## config.mk

```make
export PLATFORM = sky130hd
export DESIGN_NAME = ath_bank
export DESIGN_NICKNAME = d
export VERILOG_FILES = /design/src/rtl/ath_pkg.sv /design/src/rtl/ath_alarm_cmp.sv /design/src/rtl/ath_bank.sv
export SDC_FILE = /design/constraint.sdc
export NUM_CORES = 2
export LEC_CHECK = 0
export ABC_AREA = 1
export BUFFER_PORTS_ARGS = -buffer_cell sky130_fd_sc_hd__clkbuf_2
export CAP_MARGIN = 10
export CORE_ASPECT_RATIO = 2
export CORE_MARGIN = 3
export CORE_UTILIZATION = 40
export CTS_CLUSTER_DIAMETER = 50
export DETAILED_ROUTE_END_ITERATION = 8
export PLACE_DENSITY = 0.64
export REMOVE_ABC_BUFFERS = 1
export SYNTH_ARGS = -nofsm -noshare
export SYNTH_HDL_FRONTEND = slang
export SYNTH_HIERARCHICAL = 1
export SYNTH_SLANG_ARGS = --single-unit
```

## constraint.sdc

```tcl
create_clock -name pclk -period 3.3 [get_ports pclk]
set_clock_uncertainty 0.05 [all_clocks]
set_input_delay 0.165 -clock pclk [delete_from_list [all_inputs] [get_ports pclk]]
set_output_delay 0.165 -clock pclk [all_outputs]
set_load 0.05 [all_outputs]
```

## src/rtl/ath_pkg.sv

```systemverilog
// Constants and types shared by the alarm threshold register bank.
package ath_pkg;

    // ------------------------------------------------------------------
    // Sizes
    // ------------------------------------------------------------------
    localparam int ATH_MAX_CHAN = 8;       // Channels in the larger variant
    localparam int ATH_SMALL_CHAN = 4;     // Channels in the smaller variant
    localparam int ATH_BYTE_W = 8;         // Width of every register
    localparam int ATH_LIMIT_W = 16;       // Width of a whole threshold
    localparam int ATH_CHAN_W = 3;         // Width of a channel number
    localparam int ATH_IDX_W = 8;          // Width of a register index
    localparam int ATH_APB_ADDR_W = 12;    // APB address width
    localparam int ATH_APB_DATA_W = 32;    // APB data width

    // ------------------------------------------------------------------
    // Register indices (byte address is four times the index)
    // ------------------------------------------------------------------
    localparam logic [7:0] ATH_CH0_DEADBAND_IDX = 8'h15;
    localparam logic [7:0] ATH_CH0_HIGH_UPPER_IDX = 8'h16;
    localparam logic [7:0] ATH_CH0_HIGH_LOWER_IDX = 8'h17;
    localparam logic [7:0] ATH_CH0_LOW_UPPER_IDX = 8'h18;
    localparam logic [7:0] ATH_CH0_LOW_LOWER_IDX = 8'h19;
    localparam logic [7:0] ATH_LAST_CHAN_IDX = 8'h3C;
    localparam logic [7:0] ATH_REGS_PER_CHAN = 8'h05;
    localparam logic [7:0] ATH_HIGH_FLAGS_IDX = 8'h40;
    localparam logic [7:0] ATH_LOW_FLAGS_IDX = 8'h41;
    localparam logic [1:0] ATH_WORD_ALIGN = 2'h0;

    // ------------------------------------------------------------------
    // Reset values
    // ------------------------------------------------------------------
    localparam logic [7:0] ATH_DEADBAND_RST = 8'h00;
    localparam logic [7:0] ATH_HIGH_LIMIT_RST = 8'h01;
    localparam logic [7:0] ATH_LOW_LIMIT_RST = 8'h00;

    // ------------------------------------------------------------------
    // Register kinds: one channel group in address order, then flags and none
    // ------------------------------------------------------------------
    typedef enum logic [2:0] {
        ATH_FLD_DEADBAND,
        ATH_FLD_HIGH_UPPER,
        ATH_FLD_HIGH_LOWER,
        ATH_FLD_LOW_UPPER,
        ATH_FLD_LOW_LOWER,
        ATH_FLD_HIGH_FLAGS,
        ATH_FLD_LOW_FLAGS,
        ATH_FLD_NONE
    } ath_field_type;

    // Result of decoding one register index
    typedef struct packed {
        logic hit;
        logic [ATH_CHAN_W-1:0] chan;
        ath_field_type field;
    } ath_decode_type;

endpackage : ath_pkg

```

## src/rtl/ath_alarm_cmp.sv

```systemverilog
// Per-channel high and low alarm comparator with shared deadband.
`timescale 1ns/10ps

module ath_alarm_cmp
    import ath_pkg::*;
(
    input wire logic pclk,
    input wire logic presetn,
    input wire logic sample_valid,
    input wire logic [ATH_LIMIT_W-1:0] sample_data,
    input wire logic [ATH_BYTE_W-1:0] chan_alarm_deadband,
    input wire logic [ATH_LIMIT_W-1:0] chan_high_limit,
    input wire logic [ATH_LIMIT_W-1:0] chan_low_limit,
    output logic alarm_high,
    output logic alarm_low
);

    // ------------------------------------------------------------------
    // State
    // ------------------------------------------------------------------
    typedef struct packed {
        logic high;   // High alarm active
        logic low;    // Low alarm active
    } ath_cmp_state_type;

    ath_cmp_state_type state_r;        // Registered state
    ath_cmp_state_type state_nxt;      // Next state
    logic [ATH_LIMIT_W:0] band_wide;   // Deadband widened to one bit above the limit size
    logic [ATH_LIMIT_W:0] high_release; // Level below which high clears
    logic [ATH_LIMIT_W:0] low_release;  // Level above which low clears
    logic [ATH_LIMIT_W:0] sample_wide;  // Sample widened for comparison

    // ------------------------------------------------------------------
    // Release levels
    // ------------------------------------------------------------------
    // One deadband serves both directions; the low limit plus the band
    // may pass the top of the range, so one extra bit keeps it exact
    always_comb begin
        band_wide = {9'h000, chan_alarm_deadband};
        sample_wide = {1'b0, sample_data};
        // Clamp at zero so a band larger than the limit never wraps
        if ({1'b0, chan_high_limit} < band_wide) begin
            high_release = 17'h00000;
        end else begin
            high_release = {1'b0, chan_high_limit} - band_wide;
        end
        low_release = {1'b0, chan_low_limit} + band_wide;
    end

    // ------------------------------------------------------------------
    // Alarm flags, updated only on a new sample
    // ------------------------------------------------------------------
    always_comb begin
        state_nxt = state_r;
        if (sample_valid) begin
            // High alarm sets above the limit, clears below the band
            if (sample_data > chan_high_limit) begin
                state_nxt.high = 1'b1;
            end else if (sample_wide < high_release) begin
                state_nxt.high = 1'b0;
            end
            // Low alarm sets below the limit, clears above the band
            if (sample_data < chan_low_limit) begin
                state_nxt.low = 1'b1;
            end else if (sample_wide > low_release) begin
                state_nxt.low = 1'b0;
            end
        end
    end

    // State register
    always_ff @(posedge pclk or negedge presetn) begin
        if (!presetn) begin
            state_r <= '0;
        end else begin
            state_r <= state_nxt;
        end
    end

    assign alarm_high = state_r.high;
    assign alarm_low = state_r.low;

endmodule : ath_alarm_cmp

```

## src/rtl/ath_bank.sv

```systemverilog
// Alarm threshold and deadband register bank with APB access.
`timescale 1ns/10ps

module ath_bank
    import ath_pkg::*;
#(
    parameter int NUM_CHAN = ATH_MAX_CHAN,
    parameter int ADDR_W = ATH_APB_ADDR_W
)
(
    input wire logic pclk,
    input wire logic presetn,
    input wire logic psel,
    input wire logic penable,
    input wire logic pwrite,
    input wire logic [ADDR_W-1:0] paddr,
    input wire logic [ATH_APB_DATA_W-1:0] pwdata,
    input wire logic [3:0] pstrb,
    output logic [ATH_APB_DATA_W-1:0] prdata,
    output logic pready,
    output logic pslverr,
    input wire logic sample_valid,
    input wire logic [ATH_CHAN_W-1:0] sample_chan,
    input wire logic [ATH_LIMIT_W-1:0] sample_data,
    output logic [ATH_MAX_CHAN-1:0] alarm_high,
    output logic [ATH_MAX_CHAN-1:0] alarm_low
);

    // ------------------------------------------------------------------
    // Index decode
    // ------------------------------------------------------------------
    // Maps a register index to its channel and kind; only channels that
    // exist in this variant answer
    function automatic ath_decode_type ath_decode(
        input logic [ATH_IDX_W-1:0] idx,
        input int chans
    );
        ath_decode_type dec;
        logic [ATH_IDX_W-1:0] base;
        logic [ATH_IDX_W-1:0] offs;
        dec.hit = 1'b0;
        dec.chan = '0;
        dec.field = ATH_FLD_NONE;
        base = ATH_CH0_DEADBAND_IDX;
        offs = '0;
        // Walk the channel groups, five registers each
        for (int c = 0; c < ATH_MAX_CHAN; c++) begin
            if (c < chans && idx >= base
                    && idx < base + ATH_REGS_PER_CHAN) begin
                offs = idx - base;
                dec.hit = 1'b1;
                dec.chan = ATH_CHAN_W'(c);
                dec.field = ath_field_type'(offs[2:0]);
            end
            base = base + ATH_REGS_PER_CHAN;
        end
        // Alarm flag status registers
        if (idx == ATH_HIGH_FLAGS_IDX) begin
            dec.hit = 1'b1;
            dec.field = ATH_FLD_HIGH_FLAGS;
        end else if (idx == ATH_LOW_FLAGS_IDX) begin
            dec.hit = 1'b1;
            dec.field = ATH_FLD_LOW_FLAGS;
        end
        return dec;
    endfunction : ath_decode

    // ------------------------------------------------------------------
    // State
    // ------------------------------------------------------------------
    typedef struct packed {
        logic [ATH_MAX_CHAN-1:0][ATH_BYTE_W-1:0] deadband;   // Deadbands
        logic [ATH_MAX_CHAN-1:0][ATH_BYTE_W-1:0] high_upper; // High upper
        logic [ATH_MAX_CHAN-1:0][ATH_BYTE_W-1:0] high_lower; // High lower
        logic [ATH_MAX_CHAN-1:0][ATH_BYTE_W-1:0] low_upper;  // Low upper
        logic [ATH_MAX_CHAN-1:0][ATH_BYTE_W-1:0] low_lower;  // Low lower
        logic [ATH_APB_DATA_W-1:0] prdata;                   // Read data
        logic pready;                                        // Access ready
        logic pslverr;                                       // Access error
    } ath_bank_state_type;

    ath_bank_state_type state_r;     // Registered state
    ath_bank_state_type state_nxt;   // Next state
    ath_decode_type dec;             // Decode of the current address
    logic addr_ok;                   // Aligned and inside the index range
    logic setup_phase;               // First cycle of a transfer
    logic write_done;                // Write completes at this edge
    logic [ATH_BYTE_W-1:0] read_byte; // Byte selected for a read
    logic [ATH_MAX_CHAN-1:0] flag_high; // High alarm flags
    logic [ATH_MAX_CHAN-1:0] flag_low;  // Low alarm flags
    logic [ATH_MAX_CHAN-1:0][ATH_LIMIT_W-1:0] high_limit; // Whole limits
    logic [ATH_MAX_CHAN-1:0][ATH_LIMIT_W-1:0] low_limit;  // Whole limits

    // ------------------------------------------------------------------
    // Address and phase decode
    // ------------------------------------------------------------------
    always_comb begin
        addr_ok = (paddr[1:0] == ATH_WORD_ALIGN)
            && (paddr >> (ATH_IDX_W + 2)) == '0;
        dec = ath_decode(paddr[ATH_IDX_W+1:2], NUM_CHAN);
        if (!addr_ok) begin
            dec.hit = 1'b0;
        end
        setup_phase = psel && !penable;
        write_done = psel && penable && state_r.pready && pwrite;
    end

    // ------------------------------------------------------------------
    // Read data selection
    // ------------------------------------------------------------------
    always_comb begin
        read_byte = '0;
        unique case (dec.field)
            ATH_FLD_DEADBAND: read_byte = state_r.deadband[dec.chan];
            ATH_FLD_HIGH_UPPER: read_byte = state_r.high_upper[dec.chan];
            ATH_FLD_HIGH_LOWER: read_byte = state_r.high_lower[dec.chan];
            ATH_FLD_LOW_UPPER: read_byte = state_r.low_upper[dec.chan];
            ATH_FLD_LOW_LOWER: read_byte = state_r.low_lower[dec.chan];
            ATH_FLD_HIGH_FLAGS: read_byte = flag_high;
            ATH_FLD_LOW_FLAGS: read_byte = flag_low;
            ATH_FLD_NONE: read_byte = '0;
            // Codes five to seven never come from a channel group
            default: read_byte = '0;
        endcase
        if (!dec.hit) begin
            read_byte = '0;
        end
    end

    // ------------------------------------------------------------------
    // Next state: bus answer and register writes
    // ------------------------------------------------------------------
    // The answer is prepared in the setup cycle so that prdata, pready
    // and pslverr all come straight from flip-flops
    always_comb begin
        state_nxt = state_r;
        state_nxt.pready = setup_phase;
        if (setup_phase) begin
            state_nxt.prdata = {24'h000000, read_byte};
            // Unmapped, misaligned, and status writes are refused
            state_nxt.pslverr = !dec.hit || (pwrite
                && (dec.field == ATH_FLD_HIGH_FLAGS
                || dec.field == ATH_FLD_LOW_FLAGS));
        end else if (!psel) begin
            state_nxt.prdata = '0;
            state_nxt.pslverr = 1'b0;
        end
        // Write lands at the access edge; only byte lane 0 is stored
        if (write_done && dec.hit && pstrb[0]) begin
            unique case (dec.field)
                ATH_FLD_DEADBAND:
                    state_nxt.deadband[dec.chan] = pwdata[7:0];
                ATH_FLD_HIGH_UPPER:
                    state_nxt.high_upper[dec.chan] = pwdata[7:0];
                ATH_FLD_HIGH_LOWER:
                    state_nxt.high_lower[dec.chan] = pwdata[7:0];
                ATH_FLD_LOW_UPPER:
                    state_nxt.low_upper[dec.chan] = pwdata[7:0];
                ATH_FLD_LOW_LOWER:
                    state_nxt.low_lower[dec.chan] = pwdata[7:0];
                ATH_FLD_HIGH_FLAGS: state_nxt.pslverr = 1'b1;
                ATH_FLD_LOW_FLAGS: state_nxt.pslverr = 1'b1;
                ATH_FLD_NONE: state_nxt.pslverr = 1'b1;
                // Unused kind codes store nothing and raise pslverr
                default: state_nxt.pslverr = 1'b1;
            endcase
        end
    end

    // State register with documented reset values
    always_ff @(posedge pclk or negedge presetn) begin
        if (!presetn) begin
            state_r.deadband <= {ATH_MAX_CHAN{ATH_DEADBAND_RST}};
            state_r.high_upper <= {ATH_MAX_CHAN{ATH_HIGH_LIMIT_RST}};
            state_r.high_lower <= {ATH_MAX_CHAN{ATH_HIGH_LIMIT_RST}};
            state_r.low_upper <= {ATH_MAX_CHAN{ATH_LOW_LIMIT_RST}};
            state_r.low_lower <= {ATH_MAX_CHAN{ATH_LOW_LIMIT_RST}};
            state_r.prdata <= '0;
            state_r.pready <= 1'b0;
            state_r.pslverr <= 1'b0;
        end else begin
            state_r <= state_nxt;
        end
    end

    // ------------------------------------------------------------------
    // Per-channel comparators
    // ------------------------------------------------------------------
    // Channels absent from the smaller variant never see a sample, so
    // their flags stay clear
    for (genvar g = 0; g < ATH_MAX_CHAN; g++) begin : g_chan
        logic chan_sample; // Sample belongs to this channel
        assign high_limit[g] = {state_r.high_upper[g],
            state_r.high_lower[g]};
        assign low_limit[g] = {state_r.low_upper[g], state_r.low_lower[g]};
        assign chan_sample = sample_valid && (g < NUM_CHAN)
            && (sample_chan == ATH_CHAN_W'(g));
        ath_alarm_cmp u_cmp (
            .pclk(pclk),
            .presetn(presetn),
            .sample_valid(chan_sample),
            .sample_data(sample_data),
            .chan_alarm_deadband(state_r.deadband[g]),
            .chan_high_limit(high_limit[g]),
            .chan_low_limit(low_limit[g]),
            .alarm_high(flag_high[g]),
            .alarm_low(flag_low[g])
        );
    end

    // ------------------------------------------------------------------
    // Outputs
    // ------------------------------------------------------------------
    assign prdata = state_r.prdata;
    assign pready = state_r.pready;
    assign pslverr = state_r.pslverr;
    assign alarm_high = flag_high;
    assign alarm_low = flag_low;

endmodule : ath_bank

```

==> metrics.cfg <==
[drt]
remaining_drc_errors=0
drtIter0Drc=2737
wl_per_cell_um=23.1
first_pass_iters=9
drt_wl_total_um=163000
vias=39400
viasPerCell=5.60
ant_nets=0

[critical_path]
cp-end-kind=register
reg2reg_from=state_r[322]
critPathBufInv=2
r2r_cells=17
cp_max_fo=3
crit_start=state_r[322]
slowest_stage=dfrtp_1
critPathRequiredTime_ps=3820
worst_setup_path_start_kind=register
crit_type=reg -> reg
slowest_delay_ps=410
rr_endpoint=g_chan[4].u_cmp/alarm_low
worstPathArrival_ps=3640
regToRegSetupSlack_ps=180
cpMostUsedCell=nand2_1
path_cells=ha_1 -> inv_1 -> fa_1 -> o21ai_2 -> a21oi_1 -> o21ai_2 -> nand3_1 -> xor2_1 -> ha_1 -> inv_1 -> nor4_2 -> nand2_1 -> o31ai_1 -> nor2_1 -> nand2_1 -> nand2_1 -> nand2_1
critPathTopFamily=adder cells

[global_route]
grt_max_degree=99
antenna_found_initial=4
grtUsageTotal_pct=32.1
gr-total-overflow=0
grt_pass1_vias=38400
grt_pass1_wl_um=237000

[logic_synthesis]
yosysUniqueCellTypes=58
synth-async-reset-ratio_pct=100
synth.largest_area_cell=dfrtp_1
yosys_warnings=6
synth_edf_count=0
synth_area_leaders=dfrtp_1, ha_1, nand2_1
synthCells=5502
yosysMostFrequentCell=nand2_1
yosys-top-cells-count=nand2_1, inv_1, ha_1, o21ai_0, nor2_1
ys_seq_area_share_pct=22.7
synth_ff_type=dfrtp_1
synth-seq-cells=346
yosys.area.top_type_share_pct=21.6
synth_area_um2=38200
avgSynthCellArea_um2=6.94

[status]
status=finished clean

[timing]
hold_violations=0
fmax_mhz=320
final_max_slew_viol_count=0
finalSetupViolCount=0
whs_ps=10.2
timing.slew.headroom_pct=27.3
fin_crit_ps=3120
fin_crit_sh_pct=94.7
worstMarginPinSlew_ps=1090

[place]
gp_congestion=1.07
dp_hpwl_um=130000
io_buffers=71

[hold_path]
hold_end=low_limit[68]
hp-start=pwdata[4]
hold_class=in -> reg
holdPathStages=3

[clock_tree]
cts.sinks=346
clkTransAtPathRegs_ps=60
insertion_delay_ps=640
cts_buffers=45
cts.path.max_buffers=3
htree_levels=2
cts_tree=built
cts-root-buf=clkbuf_16

[finish]
drive_gt1_share_pct=14.6
nFillCells=9851
nets=6523
area.growth.synth_to_final_pct=15.9
multiInputGateArea_um2=26600
final-seq-area_um2=8690

[die]
start_util_pct=40.5
die_x_um=225
core_area_um2=94300
ios=123
die_area_um2=99500
row_count=159
die-height_um=443

[flow_run]
cap_violations=0

[power_and_ir_drop]
total_power_mw=12.4
ir_worst_vdd_v=0.000362
power_density_nw_per_um2=281
leakagePower_nw=21.7

## repair_timing
item / in CTS / in global routing
pin swaps: 0 / 21
hold buffers: 10 / 0
resized for setup: 1 / 95
endpoints found under the setup margin: 1 / 15
endpoints found under the hold margin: 104 / 0
buffers inserted: 0 / 8
## layout make-up
type,count,area share [%]
multi-input combinational,4326,60.1
inverter,697,5.91
clock inverter,28,0.774
antenna,2,0.0113
timing repair buffer,387,7.37
sequential,346,19.6
clock buffer,55,2.82
tap,1207,3.41
## worst max path at each step
stage / end / slack, ps / cells past startpoint
5_1_grt: g_chan[1].u_cmp/alarm_low / -30 / 17
4_1_cts: g_chan[5].u_cmp/alarm_low / 20 / 18
2_1_floorplan: prdata[4] / -2000 / 18
3_3_place_gp: g_chan[0].u_cmp/alarm_low / 20 / 17
6_report: g_chan[4].u_cmp/alarm_low / 180 / 17
3_5_place_dp: g_chan[0].u_cmp/alarm_low / 30 / 17
## layout by cell type (no fill, tap or decap), types with 46 or more instances in the layout
cell type  count
nand2_1     1447
inv_1        649
ha_1         622
o21ai_0      428
nor2_1       364
dfrtp_1      322
nand3_1      315
a21oi_1      304
buf_4        266
xor2_1        88
nor3_1        86
clkbuf_2      70
nand4_1       61
nand2_2       58
or2_2         48
clkbuf_16     47
inv_2         46
## power breakdown
group | internal [mW] | switching [mW] | total [mW]
clock network | 3.08 | 2.31 | 5.40
registers | 4.29 | 0.146 | 4.43
logic | 0.785 | 1.80 | 2.59
total | 8.15 | 4.26 | 12.4
## logic make-up after synthesis
logic type | share of synthesized area (%)
buf+inv | 8.79
fa+ha+maj | 21.5
compound gates | 13.8
xor+xnor | 2.38
other cells | 0.00982
simple gates | 30.8
flops | 22.7
## metrics by stage
step	cell area (um2)	utilization (%)	TNS, ps	setup slack, ps	instances
after floorplan	37500	-	-236480	-2000	5369
after CTS	43900	46.5	0	18.9	7038
final	44300	46.9	0	176	7048
after global placement	42200	44.7	0	23.3	6945
after global routing	44300	46.9	-53.4	-27.5	7046
after detailed placement	42200	44.7	0	30.1	6945
## worst register-to-register path, stage by stage, from the launching register on
cell and delay (ps):
dfrtp_1 410, ha_1 190, inv_1 50, fa_1 410, o21ai_2 190, a21oi_1 130, o21ai_2 190, nand3_1 120
xor2_1 170, ha_1 320, inv_1 60, nor4_2 240, nand2_1 80, o31ai_1 210, nor2_1 80, nand2_1 60
nand2_1 40, nand2_1 60
## routing by layer
layer  vias up  global-route usage (%)  share of wire [%]
li1      18800                       -                  -
met1     18400                    31.9                 34
met2      1491                    56.5                 49
met3       722                    3.40                4.7
met4         2                    32.3                 13
met5         -                       0             0.0086
## sequential cells by signal (all words and copies together), names as in the netlist
name	count
state_r	64
low_limit	128
g_chan.u_cmp/alarm_high	8
g_chan.u_cmp/alarm_low	8
prdata	8
pready	1
pslverr	1
high_limit	128
Note: power is estimated with default switching activity, not from simulation.
